==> config.mk <==
export PLATFORM = sky130hd
export DESIGN_NAME = mmfs_top
export DESIGN_NICKNAME = d
export VERILOG_FILES = /design/src/mmfs_pkg.sv /design/src/mmfs_top.sv
export SDC_FILE = /design/constraint.sdc
export NUM_CORES = 1
export LEC_CHECK = 0
export BUFFER_PORTS_ARGS = -buffer_cell sky130_fd_sc_hd__buf_2
export CAP_MARGIN = 20
export CORE_UTILIZATION = 60
export DETAILED_ROUTE_END_ITERATION = 16
export GPL_TIMING_DRIVEN = 0
export PLACE_DENSITY = 0.85
export SLEW_MARGIN = 30
export SYNTH_ARGS = -nofsm -noshare
export SYNTH_HDL_FRONTEND = slang
export SYNTH_SLANG_ARGS = --single-unit
==> constraint.sdc <==
create_clock -name clk -period 9.7 [get_ports clk]
set_clock_uncertainty 0.1 [all_clocks]
set_input_delay 1.94 -clock clk [delete_from_list [all_inputs] [get_ports clk]]
set_output_delay 1.94 -clock clk [all_outputs]
set_load 0.01 [all_outputs]
==> src/mmfs_pkg.sv <==
// constants shared by the modem framing and status block
package mmfs_pkg;

	// ------------------------------------------------------------
	// command codes
	// ------------------------------------------------------------
	localparam logic [7:0] CMD_GRESET    = 8'h01;
	localparam logic [7:0] CMD_BASE_U0   = 8'h40;
	localparam logic [7:0] CMD_BASE_U1   = 8'h48;
	localparam logic [7:0] CMD_OFS_CTRL  = 8'h00;
	localparam logic [7:0] CMD_OFS_STAT  = 8'h01;
	localparam logic [7:0] CMD_OFS_RXRD  = 8'h02;
	localparam logic [7:0] CMD_OFS_TXWR  = 8'h03;
	localparam logic [7:0] CMD_OFS_SYNC  = 8'h04;

	// ------------------------------------------------------------
	// control register fields
	// ------------------------------------------------------------
	localparam int         CTL_DIR       = 0;
	localparam int         CTL_CKS       = 1;
	localparam int         CTL_PSAVE     = 2;
	localparam int         CTL_IE        = 3;
	localparam int         CTL_ARM_A     = 4;
	localparam int         CTL_ARM_B     = 5;
	localparam logic [7:0] CTL_MASK      = 8'h3f;
	localparam logic [7:0] CTL_RESET     = 8'h00;

	// ------------------------------------------------------------
	// checksum
	// ------------------------------------------------------------
	localparam logic [14:0] CRC_POLY     = 15'h6816;
	localparam logic [14:0] CRC_INIT     = 15'h0000;
	localparam logic [14:0] CRC_LASTINV  = 15'h0001;
	localparam logic [2:0]  CKS_DATA_BYTES = 3'h6;
	localparam logic [5:0]  RX_CHK_LAST  = 6'h3f;
	localparam logic [5:0]  RX_CHK_INVB  = 6'h3e;

	// ------------------------------------------------------------
	// timing
	// ------------------------------------------------------------
	localparam int          CLK_HZ       = 200_000_000;
	localparam int          BIT_RATE     = 1200;
	localparam int          BIT_CYCLES   = CLK_HZ / BIT_RATE;
	localparam logic [4:0]  LEFT_BYTE    = 5'h08;
	localparam logic [4:0]  LEFT_WORD    = 5'h10;
	localparam logic [4:0]  LEFT_ONE     = 5'h01;
	localparam logic [2:0]  LAST_BIT     = 3'h7;

	typedef enum logic [0:0] {
		MMFS_TX_IDLE = 1'b0,
		MMFS_TX_SEND = 1'b1
	} mmfs_tx_state_t;

endpackage

==> src/mmfs_top.sv <==
// framing, status and interrupt logic of a half-duplex msk modem
`timescale 1ns/10ps
`default_nettype none

// How it works
// RULE1 - sixteen-bit write-only sync pattern, high byte first; compare true and inverse
// RULE2 - host pads short sync patterns with alternating preamble starting with one
// RULE3 - armed search sets status bit 5 on true, bit 4 on inverse, with interrupt
// RULE4 - sync-found bits clear on status read or direction written to transmit
// RULE5 - bit 3 sets after last byte plus hang bit; clears on buffer write or receive
// RULE6 - bit 2 requests next byte; clears on status read then buffer write, or receive
// RULE7 - bit 0 flags received byte; clears on status read then buffer read, or transmit
// RULE8 - host reads each received byte within eight bit periods or loses it
// RULE9 - bit 1 flags checksum match; clears on status read then buffer read, or transmit
// RULE10 - all event interrupts reach the request line only with interrupt enable set
// RULE11 - pending request withdrawn on status read or any direction change
// RULE12 - reset command 01 zeroes control register and returns output to bias level
// RULE13 - reset command leaves status, buffers and sync pattern untouched; the code clears status bits 3 and 2 on it
// RULE14 - divide 48 transmit data bits by the fixed polynomial, 15-bit remainder
// RULE15 - invert last remainder bit, append even parity to form 16-bit check word
// RULE16 - checker inverts bit 63, needs zero remainder and parity equal to bit 64
// RULE17 - armed detector starts at the end of the byte in which arming was written
// RULE18 - detection of either pattern clears both arming bits
// RULE19 - receive checksum checking suppressed while sync search is active
// RULE20 - output at bias level when nothing is sent or receive is selected
// RULE21 - first byte written after selecting transmit sets byte alignment
// RULE22 - host sends preamble and sync as data with checksum insertion off
// RULE23 - with no further byte, append one hang bit of one, then stop
// RULE24 - checksum enabled in transmit inserts two check bytes after six data bytes
// RULE25 - checksum enabled in receive evaluates after every eight received bytes
// RULE26 - interrupt enable gates the active-low request line
// RULE27 - unit select low uses codes 40 to 44, high uses 48 to 4c
// RULE28 - control bit 0 direction, bit 1 checksum enable, bit 3 interrupt enable
// RULE29 - request line stays low while an enabled event is pending
module mmfs_top import mmfs_pkg::*; #(
	parameter int BIT_CYCLES_P = BIT_CYCLES
) (
	// clock and reset
	input  wire logic        clk,
	input  wire logic        reset,
	// unit select pin
	input  wire logic        unit_sel,
	// host command port
	input  wire logic        cmd_valid,
	input  wire logic [7:0]  cmd_code,
	input  wire logic [7:0]  cmd_data,
	output var  logic [7:0]  reply_data_q,
	output var  logic        reply_valid_q,
	// interrupt request
	output var  logic        irq_n_q,
	// modulator side
	output var  logic        tx_bit_q,
	output var  logic        tx_drive_q,
	output var  logic        mid_bias_level_q,
	// demodulator side
	input  wire logic        rx_bit,
	input  wire logic        rx_strobe
);

	localparam int TW = $clog2(BIT_CYCLES_P + 1);

	initial begin
		if (BIT_CYCLES_P < 2)
			$error("BIT_CYCLES_P must be at least 2");
	end

	function automatic logic [14:0] crc_step(input logic [14:0] r, input logic b);
		logic fb;
		fb = b ^ r[14];
		return {r[13:0], 1'b0} ^ (fb ? CRC_POLY : CRC_INIT);
	endfunction

	function automatic logic [14:0] crc_byte(input logic [14:0] r, input logic [7:0] d);
		logic [14:0] t;
		t = r;
		for (int i = 7; i >= 0; i--)
			t = crc_step(t, d[i]);
		return t;
	endfunction

	// ------------------------------------------------------------
	// command decode
	// ------------------------------------------------------------
	logic       usel_meta_q;
	logic       usel_q;
	logic [7:0] base;
	logic [7:0] ofs;
	logic       hit;
	logic       is_ctrl, is_stat, is_rxrd, is_txwr, is_sync, is_greset;
	logic       to_tx, to_rx, dir_chg;
	logic [7:0] ctrl_q;
	logic [15:0] sync_q;

	always_ff @(posedge clk or posedge reset) begin
		if (reset) begin
			usel_meta_q <= 1'b0;
			usel_q      <= 1'b0;
		end else begin
			usel_meta_q <= unit_sel;
			usel_q      <= usel_meta_q;
		end
	end

	assign base      = usel_q ? CMD_BASE_U1 : CMD_BASE_U0;                 // [RULE27]
	assign ofs       = cmd_code - base;
	assign hit       = cmd_valid && (cmd_code >= base) && (ofs <= CMD_OFS_SYNC);
	assign is_ctrl   = hit && ofs == CMD_OFS_CTRL;
	assign is_stat   = hit && ofs == CMD_OFS_STAT;
	assign is_rxrd   = hit && ofs == CMD_OFS_RXRD;
	assign is_txwr   = hit && ofs == CMD_OFS_TXWR;
	assign is_sync   = hit && ofs == CMD_OFS_SYNC;
	assign is_greset = cmd_valid && cmd_code == CMD_GRESET;
	assign to_tx     = is_ctrl && cmd_data[CTL_DIR];
	assign to_rx     = (is_ctrl && !cmd_data[CTL_DIR]) || is_greset;
	assign dir_chg   = (is_ctrl && cmd_data[CTL_DIR] != ctrl_q[CTL_DIR])
	                 || (is_greset && ctrl_q[CTL_DIR]);                      // [RULE11]

	// ------------------------------------------------------------
	// control and sync pattern registers
	// ------------------------------------------------------------
	logic dir, cks_en, ie, arm;
	logic det_true, det_inv;

	assign dir    = ctrl_q[CTL_DIR];                                        // [RULE28]
	assign cks_en = ctrl_q[CTL_CKS];
	assign ie     = ctrl_q[CTL_IE];
	assign arm    = ctrl_q[CTL_ARM_A] || ctrl_q[CTL_ARM_B];

	always_ff @(posedge clk or posedge reset) begin
		if (reset)
			ctrl_q <= CTL_RESET;
		else if (is_greset)
			ctrl_q <= CTL_RESET;                                            // [RULE12]
		else if (is_ctrl)
			ctrl_q <= cmd_data & CTL_MASK;
		else if (det_true || det_inv) begin
			ctrl_q[CTL_ARM_A] <= 1'b0;                                      // [RULE18]
			ctrl_q[CTL_ARM_B] <= 1'b0;
		end
	end

	// general reset does not touch this register
	always_ff @(posedge clk or posedge reset) begin
		if (reset)
			sync_q <= 16'h0000;
		else if (is_sync)
			sync_q <= {sync_q[7:0], cmd_data};                              // [RULE1] [RULE13]
	end

	// ------------------------------------------------------------
	// transmit sequencer
	// ------------------------------------------------------------
	mmfs_tx_state_t tx_st_q;
	logic [TW-1:0]  tx_cnt_q;
	logic [15:0]    tx_sh_q;
	logic [4:0]     tx_left_q;
	logic           tx_hang_q;
	logic [7:0]     txbuf_q;
	logic           txbuf_full_q;
	logic [2:0]     tx_bytes_q;
	logic [14:0]    tx_rem_q;
	logic           tx_par_q;
	logic           tick, tx_start, tx_end_bit, load_data, load_check, load_hang, tx_done;
	logic [14:0]    chk_rem;

	assign tick       = tx_st_q == MMFS_TX_SEND && tx_cnt_q == TW'(BIT_CYCLES_P - 1);
	assign tx_start   = dir && tx_st_q == MMFS_TX_IDLE && txbuf_full_q;      // [RULE21]
	assign tx_end_bit = tick && tx_left_q == LEFT_ONE;
	assign tx_done    = tx_end_bit && tx_hang_q;                            // [RULE23]
	assign load_check = tx_end_bit && !tx_hang_q && cks_en && tx_bytes_q == CKS_DATA_BYTES; // [RULE24]
	assign load_data  = tx_start || (tx_end_bit && !tx_hang_q && !load_check && txbuf_full_q);
	assign load_hang  = tx_end_bit && !tx_hang_q && !load_check && !txbuf_full_q;
	assign chk_rem    = tx_rem_q ^ CRC_LASTINV;                             // [RULE15]

	always_ff @(posedge clk or posedge reset) begin
		if (reset) begin
			tx_st_q   <= MMFS_TX_IDLE;
			tx_cnt_q  <= '0;
			tx_sh_q   <= 16'h0000;
			tx_left_q <= 5'h00;
			tx_hang_q <= 1'b0;
		end else if (!dir || is_greset) begin
			tx_st_q   <= MMFS_TX_IDLE;
			tx_hang_q <= 1'b0;
		end else begin
			tx_cnt_q <= (tick || tx_start) ? '0 : tx_cnt_q + TW'(1);
			if (load_data) begin
				tx_st_q   <= MMFS_TX_SEND;
				tx_sh_q   <= {txbuf_q, 8'h00};
				tx_left_q <= LEFT_BYTE;
				tx_hang_q <= 1'b0;
			end else if (load_check) begin
				tx_sh_q   <= {chk_rem, tx_par_q ^ (^chk_rem)};
				tx_left_q <= LEFT_WORD;
			end else if (load_hang) begin
				tx_sh_q   <= 16'h8000;
				tx_left_q <= LEFT_ONE;
				tx_hang_q <= 1'b1;
			end else if (tx_done) begin
				tx_st_q   <= MMFS_TX_IDLE;
				tx_hang_q <= 1'b0;
			end else if (tick) begin
				tx_sh_q   <= {tx_sh_q[14:0], 1'b0};
				tx_left_q <= tx_left_q - LEFT_ONE;
			end
		end
	end

	// checksum accumulation over transmitted data bytes
	always_ff @(posedge clk or posedge reset) begin
		if (reset) begin
			tx_bytes_q <= 3'h0;
			tx_rem_q   <= CRC_INIT;
			tx_par_q   <= 1'b0;
		end else if (!cks_en || load_check) begin
			tx_bytes_q <= 3'h0;
			tx_rem_q   <= CRC_INIT;
			tx_par_q   <= 1'b0;
		end else if (load_data) begin
			tx_bytes_q <= tx_bytes_q + 3'h1;
			tx_rem_q   <= crc_byte(tx_rem_q, txbuf_q);                      // [RULE14]
			tx_par_q   <= tx_par_q ^ (^txbuf_q);
		end
	end

	// buffer write wins over the load of the previous byte
	always_ff @(posedge clk or posedge reset) begin
		if (reset) begin
			txbuf_q      <= 8'h00;
			txbuf_full_q <= 1'b0;
		end else if (is_txwr) begin
			txbuf_q      <= cmd_data;
			txbuf_full_q <= 1'b1;
		end else if (load_data || !dir)
			txbuf_full_q <= 1'b0;
	end

	always_ff @(posedge clk or posedge reset) begin
		if (reset) begin
			tx_bit_q         <= 1'b0;
			tx_drive_q       <= 1'b0;
			mid_bias_level_q <= 1'b1;
		end else begin
			tx_bit_q         <= tx_sh_q[15];
			tx_drive_q       <= dir && !is_greset && tx_st_q == MMFS_TX_SEND;
			mid_bias_level_q <= !(dir && !is_greset && tx_st_q == MMFS_TX_SEND); // [RULE20] [RULE12]
		end
	end

	// ------------------------------------------------------------
	// receive framing, sync search and checksum check
	// ------------------------------------------------------------
	logic [15:0] rx_hist_q;
	logic [15:0] hist_n;
	logic [2:0]  rx_bitcnt_q;
	logic        search_q;
	logic [7:0]  rxbuf_q;
	logic [5:0]  rx_idx_q;
	logic [14:0] rx_rem_q;
	logic        rx_par_q;
	logic        rx_bit_ev, byte_done, chk_on, crc_ok_ev, rx_byte_ev;

	assign rx_bit_ev  = rx_strobe && !dir;
	assign hist_n     = {rx_hist_q[14:0], rx_bit};
	assign byte_done  = rx_bit_ev && rx_bitcnt_q == LAST_BIT;
	assign det_true   = rx_bit_ev && search_q && arm && hist_n == sync_q;  // [RULE1] [RULE3]
	assign det_inv    = rx_bit_ev && search_q && arm && hist_n == ~sync_q;
	assign rx_byte_ev = byte_done && !search_q;
	assign chk_on     = cks_en && !arm;                                     // [RULE19]
	assign crc_ok_ev  = rx_bit_ev && chk_on && rx_idx_q == RX_CHK_LAST
	                 && rx_rem_q == CRC_INIT && rx_par_q == rx_bit;          // [RULE16] [RULE25]

	always_ff @(posedge clk or posedge reset) begin
		if (reset) begin
			rx_hist_q   <= 16'h0000;
			rx_bitcnt_q <= 3'h0;
			search_q    <= 1'b0;
			rxbuf_q     <= 8'h00;
		end else begin
			if (!arm)
				search_q <= 1'b0;
			else if (byte_done)
				search_q <= 1'b1;                                           // [RULE17]
			if (rx_bit_ev) begin
				rx_hist_q   <= hist_n;
				rx_bitcnt_q <= (det_true || det_inv) ? 3'h0 : rx_bitcnt_q + 3'h1;
			end
			if (det_true || det_inv)
				search_q <= 1'b0;
			if (rx_byte_ev)
				rxbuf_q <= hist_n[7:0];                                     // [RULE8]
		end
	end

	always_ff @(posedge clk or posedge reset) begin
		if (reset) begin
			rx_idx_q <= 6'h00;
			rx_rem_q <= CRC_INIT;
			rx_par_q <= 1'b0;
		end else if (!chk_on || det_true || det_inv
		             || (rx_bit_ev && rx_idx_q == RX_CHK_LAST)) begin
			rx_idx_q <= 6'h00;
			rx_rem_q <= CRC_INIT;
			rx_par_q <= 1'b0;
		end else if (rx_bit_ev) begin
			rx_idx_q <= rx_idx_q + 6'h01;
			rx_rem_q <= crc_step(rx_rem_q, rx_bit ^ (rx_idx_q == RX_CHK_INVB)); // [RULE16]
			rx_par_q <= rx_par_q ^ rx_bit;
		end
	end

	// ------------------------------------------------------------
	// status flags, set wins over clear, general reset clears only bits 3 and 2
	// ------------------------------------------------------------
	logic st_true_q, st_inv_q, st_idle_q, st_txreq_q, st_crc_q, st_rxrdy_q;
	logic rd_tx_q, rd_rx_q;
	logic irq_pend_q;
	logic any_ev;

	always_ff @(posedge clk or posedge reset) begin
		if (reset) begin
			st_true_q  <= 1'b0;
			st_inv_q   <= 1'b0;
			st_idle_q  <= 1'b0;
			st_txreq_q <= 1'b0;
			st_crc_q   <= 1'b0;
			st_rxrdy_q <= 1'b0;
		end else begin
			st_true_q  <= det_true || (st_true_q && !is_stat && !to_tx);    // [RULE3] [RULE4]
			st_inv_q   <= det_inv || (st_inv_q && !is_stat && !to_tx);
			st_idle_q  <= tx_done || (st_idle_q && !is_txwr && !to_rx);     // [RULE5]
			st_txreq_q <= load_data || (st_txreq_q && !(is_txwr && rd_tx_q) && !to_rx); // [RULE6]
			st_crc_q   <= crc_ok_ev || (st_crc_q && !(is_rxrd && rd_rx_q) && !to_tx);   // [RULE9]
			st_rxrdy_q <= rx_byte_ev || (st_rxrdy_q && !(is_rxrd && rd_rx_q) && !to_tx); // [RULE7]
		end
	end

	// a status read arms the clear that the following buffer access completes
	always_ff @(posedge clk or posedge reset) begin
		if (reset) begin
			rd_tx_q <= 1'b0;
			rd_rx_q <= 1'b0;
		end else begin
			rd_tx_q <= is_stat || (rd_tx_q && !is_txwr);
			rd_rx_q <= is_stat || (rd_rx_q && !is_rxrd);
		end
	end

	// ------------------------------------------------------------
	// interrupt request and replies
	// ------------------------------------------------------------
	assign any_ev = det_true || det_inv || tx_done || load_data || rx_byte_ev || crc_ok_ev;

	always_ff @(posedge clk or posedge reset) begin
		if (reset) begin
			irq_pend_q <= 1'b0;
			irq_n_q    <= 1'b1;
		end else begin
			irq_pend_q <= (any_ev && ie) || (irq_pend_q && !is_stat && !dir_chg); // [RULE10] [RULE11] [RULE29]
			irq_n_q    <= !(irq_pend_q && ie);                              // [RULE26]
		end
	end

	always_ff @(posedge clk or posedge reset) begin
		if (reset) begin
			reply_data_q  <= 8'h00;
			reply_valid_q <= 1'b0;
		end else begin
			reply_valid_q <= is_stat || is_rxrd;
			if (is_stat)
				reply_data_q <= {2'b00, st_true_q, st_inv_q, st_idle_q, st_txreq_q, st_crc_q, st_rxrdy_q};
			else if (is_rxrd)
				reply_data_q <= rxbuf_q;
		end
	end

endmodule // mmfs_top

`default_nettype wire

**After elaboration in Yosys (flattened, before gate mapping)**

Cells that the tools add are included.

- Bits in registers: 164
- Input port bits: 22
- Output and inout port bits: 13

- $add $sub $neg: 6
- $lt $le $gt $ge: 2
- Equal/unequal tests: 19
- Mux-type cells: 54
- Bitwise gates (word level): 26
- Reduce and logical (&&, ||, !) cells: 120

Operators with widths:

| cell | number |
|---|---|
| $mux 15 | 13 |
| $xor 15x15->15 | 9 |
| $mux 16 | 5 |
| $logic_and 1x1->1 | 58 |
| $eq 16x16->1 | 2 |
| $logic_or 1x1->1 | 26 |
| $mux 5 | 5 |
| $logic_not 1->1 | 20 |
| $add 18x1->18 const B | 1 |
| $eq 18x18->1 const B | 1 |
| $mux 1 | 18 |
| $mux 18 | 1 |
| $mux 6 | 3 |
| $eq 8x1->1 const B | 2 |
| $eq 8x2->1 const B | 2 |
| $mux 8 | 2 |
| $not 16->16 | 1 |
| $logic_not 15->1 | 1 |
| $reduce_xor 15->1 | 1 |
| $xor 1x1->1 | 13 |
| $eq 6x6->1 const B | 2 |
| $reduce_bool 2->1 | 5 |
| $mux 3 | 3 |
| $eq 8x3->1 const B | 1 |
| other kinds (22) | 32 |

**Logic depth before layout (Yosys ltp)**

- Word-level depth: 26
- Depth in mapped cells: 11
- Gate-level depth less buffers: 9

**Worst setup path after synthesis**

Ideal clock, no wire load.

- Kind: input to register
- From: in cmd_code[3]
- To: reg reply_data_q[2]
- Setup time: 119 ps
- Data arrival time: 3,790 ps
- Slack: 5,691 ps
- Cell stages on the path: 9
- Path through: inv_1 > ha_1 > nand2_1 > or4b_2 > nor3_1 > clkbuf_1 > mux2i_1 > nand2_1 > o21a_1

- Word-level cells in the longest chain between the ends: 5

Ends and longest elaborated chain:

| element | RTL line | source |
|---|---|---|
| start: declaration | mmfs_top.sv:45 | `input wire logic [7:0] cmd_code,` |
| $sub 8x7->8 or $ge 8x7->1 (tied branches) | mmfs_top.sv:105, mmfs_top.sv:106 |  |
| $le 8x3->1 or $logic_and 1x1->1 (tied branches) | mmfs_top.sv:106 | `assign hit = cmd_valid && (cmd_code >= base) && (ofs <= CMD_OFS_SYNC);` |
| $logic_and 1x1->1 | mmfs_top.sv:106 |  |
| $logic_and 1x1->1, on equally long branches | mmfs_top.sv:108, mmfs_top.sv:109 |  |
| $mux 8 or $reduce_bool 2->1 (tied branches) | - |  |
| end signal: assignment | mmfs_top.sv:371 | `reply_data_q <= {2'b00, st_true_q, st_inv_q, st_idle_q, st_txreq_q, st_crc_q, st_rxrdy_q};` |
| end signal: assignment | mmfs_top.sv:373 | `reply_data_q <= rxbuf_q;` |
| end: declaration | mmfs_top.sv:47 | `output var logic [7:0] reply_data_q,` |

Several ways; a longest one is shown, not always the timed one.
A chain may end at the register's enable or synchronous reset.

**Worst setup path in the final report**

- From: in cmd_code[2]
- To: reg tx_sh_q[9]

- Word-level cells in the longest chain between the ends: 5

Ends and longest elaborated chain:

| element | RTL line | source |
|---|---|---|
| $eq 8x1->1 | mmfs_top.sv:112 | `assign is_greset = cmd_valid && cmd_code == CMD_GRESET;` |
| $logic_and 1x1->1 | mmfs_top.sv:112 |  |
| $logic_or 1x1->1 | mmfs_top.sv:182 | `end else if (!dir \|\| is_greset) begin` |
| $not 1->1 (no line) | - |  |
| $reduce_and 3->1 (no line) | - |  |
| end signal: assignment | mmfs_top.sv:189 | `tx_sh_q <= {txbuf_q, 8'h00};` |
| end signal: assignment | mmfs_top.sv:193 | `tx_sh_q <= {chk_rem, tx_par_q ^ (^chk_rem)};` |
| end signal: assignment | mmfs_top.sv:203 | `tx_sh_q <= {tx_sh_q[14:0], 1'b0};` |
| end: declaration | mmfs_top.sv:155 | `logic [15:0] tx_sh_q;` |

Every way passes these cells.

==> flow_summary.yaml <==
global_routing:
  grt_pass1_wl_um: 29800
  grt_start_max_net_pins: 84
  antenna_found_initial: 0
  grt_usage: 0.290
  first_global_vias: 5953
  grt_overflow_total: 0
sta:
  post-route-period-util: 0.419
  max_slew_margin: 0.446
  worst_slack_ns: 5.63
  hold_viol: 0
  setup_violations: 0
  fmax_mhz: 246
  finalCriticalPeriod_ns: 4.07
  finalMaxSlewViolations: 0
  worst_slew_pin_slew_ns: 0.824
  tns_ns: 0
  rsz0062_at_grt: "no"
setup_path:
  worstPathArrival_ns: 4.32
  cp.required_ns: 9.95
  endpoint_kind: "flop"
  worstSetupPathType: "in -> reg"
  r2r_slack_ns: 6.68
  worstPathMaxFanout: 10
  reg2reg_depth: 9
  r2r_start: "tx_left_q[1]$_DFFE_PP0P_"
  reg2reg_to: "tx_sh_q[9]$_DFFE_PP0P_"
  crit_path_start_kind: "input pin"
yosys:
  synthXorXnorAreaFrac: 0.123
  synth-seq-cells: 161
  synth_compound_area_frac: 0.111
  synth_edf_count: 0
  synth_cell_types: 61
  yosys_warnings: 0
  synth.mux.area_fraction: 0.0495
  yosys.area_share.simple: 0.160
  syn_avg_cell_area_um2: 10.6
  synth-main-ff-cell: "dfrtp_1"
  syn_area_um2: 7860
  synth_top_family_by_area: "simple AND/OR/NAND/NOR gates"
  synthAdderAreaFrac: 0.0191
  synthCells: 744
  synth-seq-area-share: 0.513
  synthArstFlopShare: 1.00
  synth_fp_nets: 778
finish:
  final_util: 0.697
  layout-drive-gt1-share: 0.157
  final_nets: 831
  final_cell_mix: "159 x dfrtp_1, 112 x nand2_1, 66 x xnor2_1"
  num_antenna_cells: 0
  final_common_cell: "dfrtp_1"
  layout.cells.non_filler: 982
  synthToLayoutAreaGrowth_pct: 12.8
clock_tree:
  root_buffer: "clkbuf_16"
  clkLatencyLatePin_ns: 0.44
  htree_levels: 4
  postCtsSetupBuffers: 0
  clockBufferDepth: 2
  numCtsBuffers: 17
  cts_resized: 0
  cts_sinks: 161
  path_clk_slew_ns: 0.07
  cts_tree: "done"
  ctsHoldBuffers: 0
worst_hold_path:
  min_delay_worst_endpoint: "usel_q$_DFF_PP0_"
  min_path_type: "reg -> reg"
  hold_depth: 0
  min_from: "usel_meta_q$_DFF_PP0_"
job:
  cap_viol_max_count: 0
detailed_routing:
  routed_wl_um: 17700
  postRouteAntennaNets: 0
  wl_per_cell_um: 18.0
  drtPass1Iterations: 7
  drc: 0
  first_iter_violations: 492
  vias_per_cell: 6.03
  vias: 5919
placement:
  globalplace.congestion: 0.936
  dp_hpwl_um: 12300
  placed_cells: 950
  dpl_worst_slack_ns: 5.14
  port_buffers: 33
floorplan:
  initial_core_util: 0.618
  dieArea_um2: 13600
  coreArea_um2: 12700
  ios: 35
  rows: 41
  die_w_um: 116
  die_height_um: 116
power_and_ir_drop:
  leakage_nw: 4.12
  power_density_nw_per_um2: 182
  power_mw: 1.62
  vdd_drop_max_v: 0.000164
outcome:
  status: "completed"
-- state kept, by name, summed over array words and instances (netlist names), 14 cells and up --
register	count
tx_sh_q	16
rx_hist_q	15
tx_cnt_q	18
sync_q	16
tx_rem_q	14
rx_rem_q	14
-- logic make-up (layout without fill, tap and decap cells) --
| kind of cell | Yosys count | after routing |
|---|---|---|
| DFF | 161 | 161 |
| adders and majority gates | 12 | 12 |
| and+or+nand+nor | 269 | 269 |
| AOI/OAI and AO/OA | 119 | 119 |
| xor gates and xnor gates | 104 | 104 |
| muxes | 35 | 35 |
| buffers and inverters | 44 | 110 |
-- Yosys cell counts, drive strengths merged, types with 4 or more instances --
master,number,share of area
clkbuf,19,0.0091
xnor2,70,0.082
nor2,64,0.031
nor3,12,0.0076
ha,12,0.019
nor2b,6,0.0048
dfrtp,159,0.51
inv,16,0.0076
a211oi,4,0.0038
nand4,13,0.010
a21oi,15,0.0095
buf,9,0.0076
nand3,17,0.011
a32o,4,0.0051
mux2i,4,0.0051
o31ai,7,0.0080
a21o,8,0.0076
a31oi,4,0.0032
or2,5,0.0040
a22o,25,0.028
xor2,32,0.036
nor4,12,0.0095
nand2b,4,0.0032
a221oi,13,0.014
o21ai,25,0.017
mux2,31,0.044
nand2,112,0.053
-- metrics by stage --
stage | hold slack (ns) | area (um2)
2_1_floorplan | 0.231 | 7860
3_3_place_gp | 0.235 | 8240
3_5_place_dp | 0.241 | 8280
4_1_cts | 0.256 | 8860
5_1_grt | 0.269 | 8870
6_report | 0.255 | 8870
-- cell type report --
cell class / count / area [um2]
Fill cell: 903 / 3850
Buffer: 28 / 131
Clock buffer: 17 / 425
Timing Repair Buffer: 34 / 193
Tap cell: 172 / 215
Sequential cell: 161 / 4030
Inverter: 16 / 67.6
Clock inverter: 15 / 156
Multi-Input combinational cell: 539 / 3650
-- routing by layer --
| layer | track usage | routed length (um) | vias to the layer above |
|---|---|---|---|
| li1 | - | - | 2719 |
| met1 | 0.363 | 7240 | 2949 |
| met2 | 0.490 | 9090 | 211 |
| met3 | 0.0685 | 936 | 40 |
| met4 | 0.113 | 423 | 0 |
| met5 | 0 | 0 | - |
-- how the worst max path moves through the flow --
stage	start	to	slack, ns
3_3_place_gp	reset	rx_hist_q[12]$_DFFE_PP0P_	1.89
4_1_cts	cmd_code[3]	irq_pend_q$_DFF_PP0_	5.53
3_5_place_dp	cmd_code[3]	irq_pend_q$_DFF_PP0_	5.14
5_1_grt	cmd_code[3]	st_txreq_q$_DFF_PP0_	5.48
2_1_floorplan	reset	ctrl_q[0]$_DFFE_PP0P_	3.32
6_report	cmd_code[2]	tx_sh_q[9]$_DFFE_PP0P_	5.63
-- critical path, stage by stage --
cell	delay [ns]
buf_2	0.13
or4b_2	0.72
o31a_1	0.43
o21ai_1	0.38
clkbuf_1	0.42
a221oi_1	0.11
a21oi_1	0.19
-- report_power, final --
part | leakage, nW | internal [mW] | switching, mW
combinational | 1.66 | 0.0907 | 0.109
clock | 0.278 | 0.361 | 0.292
sequential | 2.18 | 0.720 | 0.0456
total | 4.12 | 1.17 | 0.446
(Power assumes the default switching activity.)
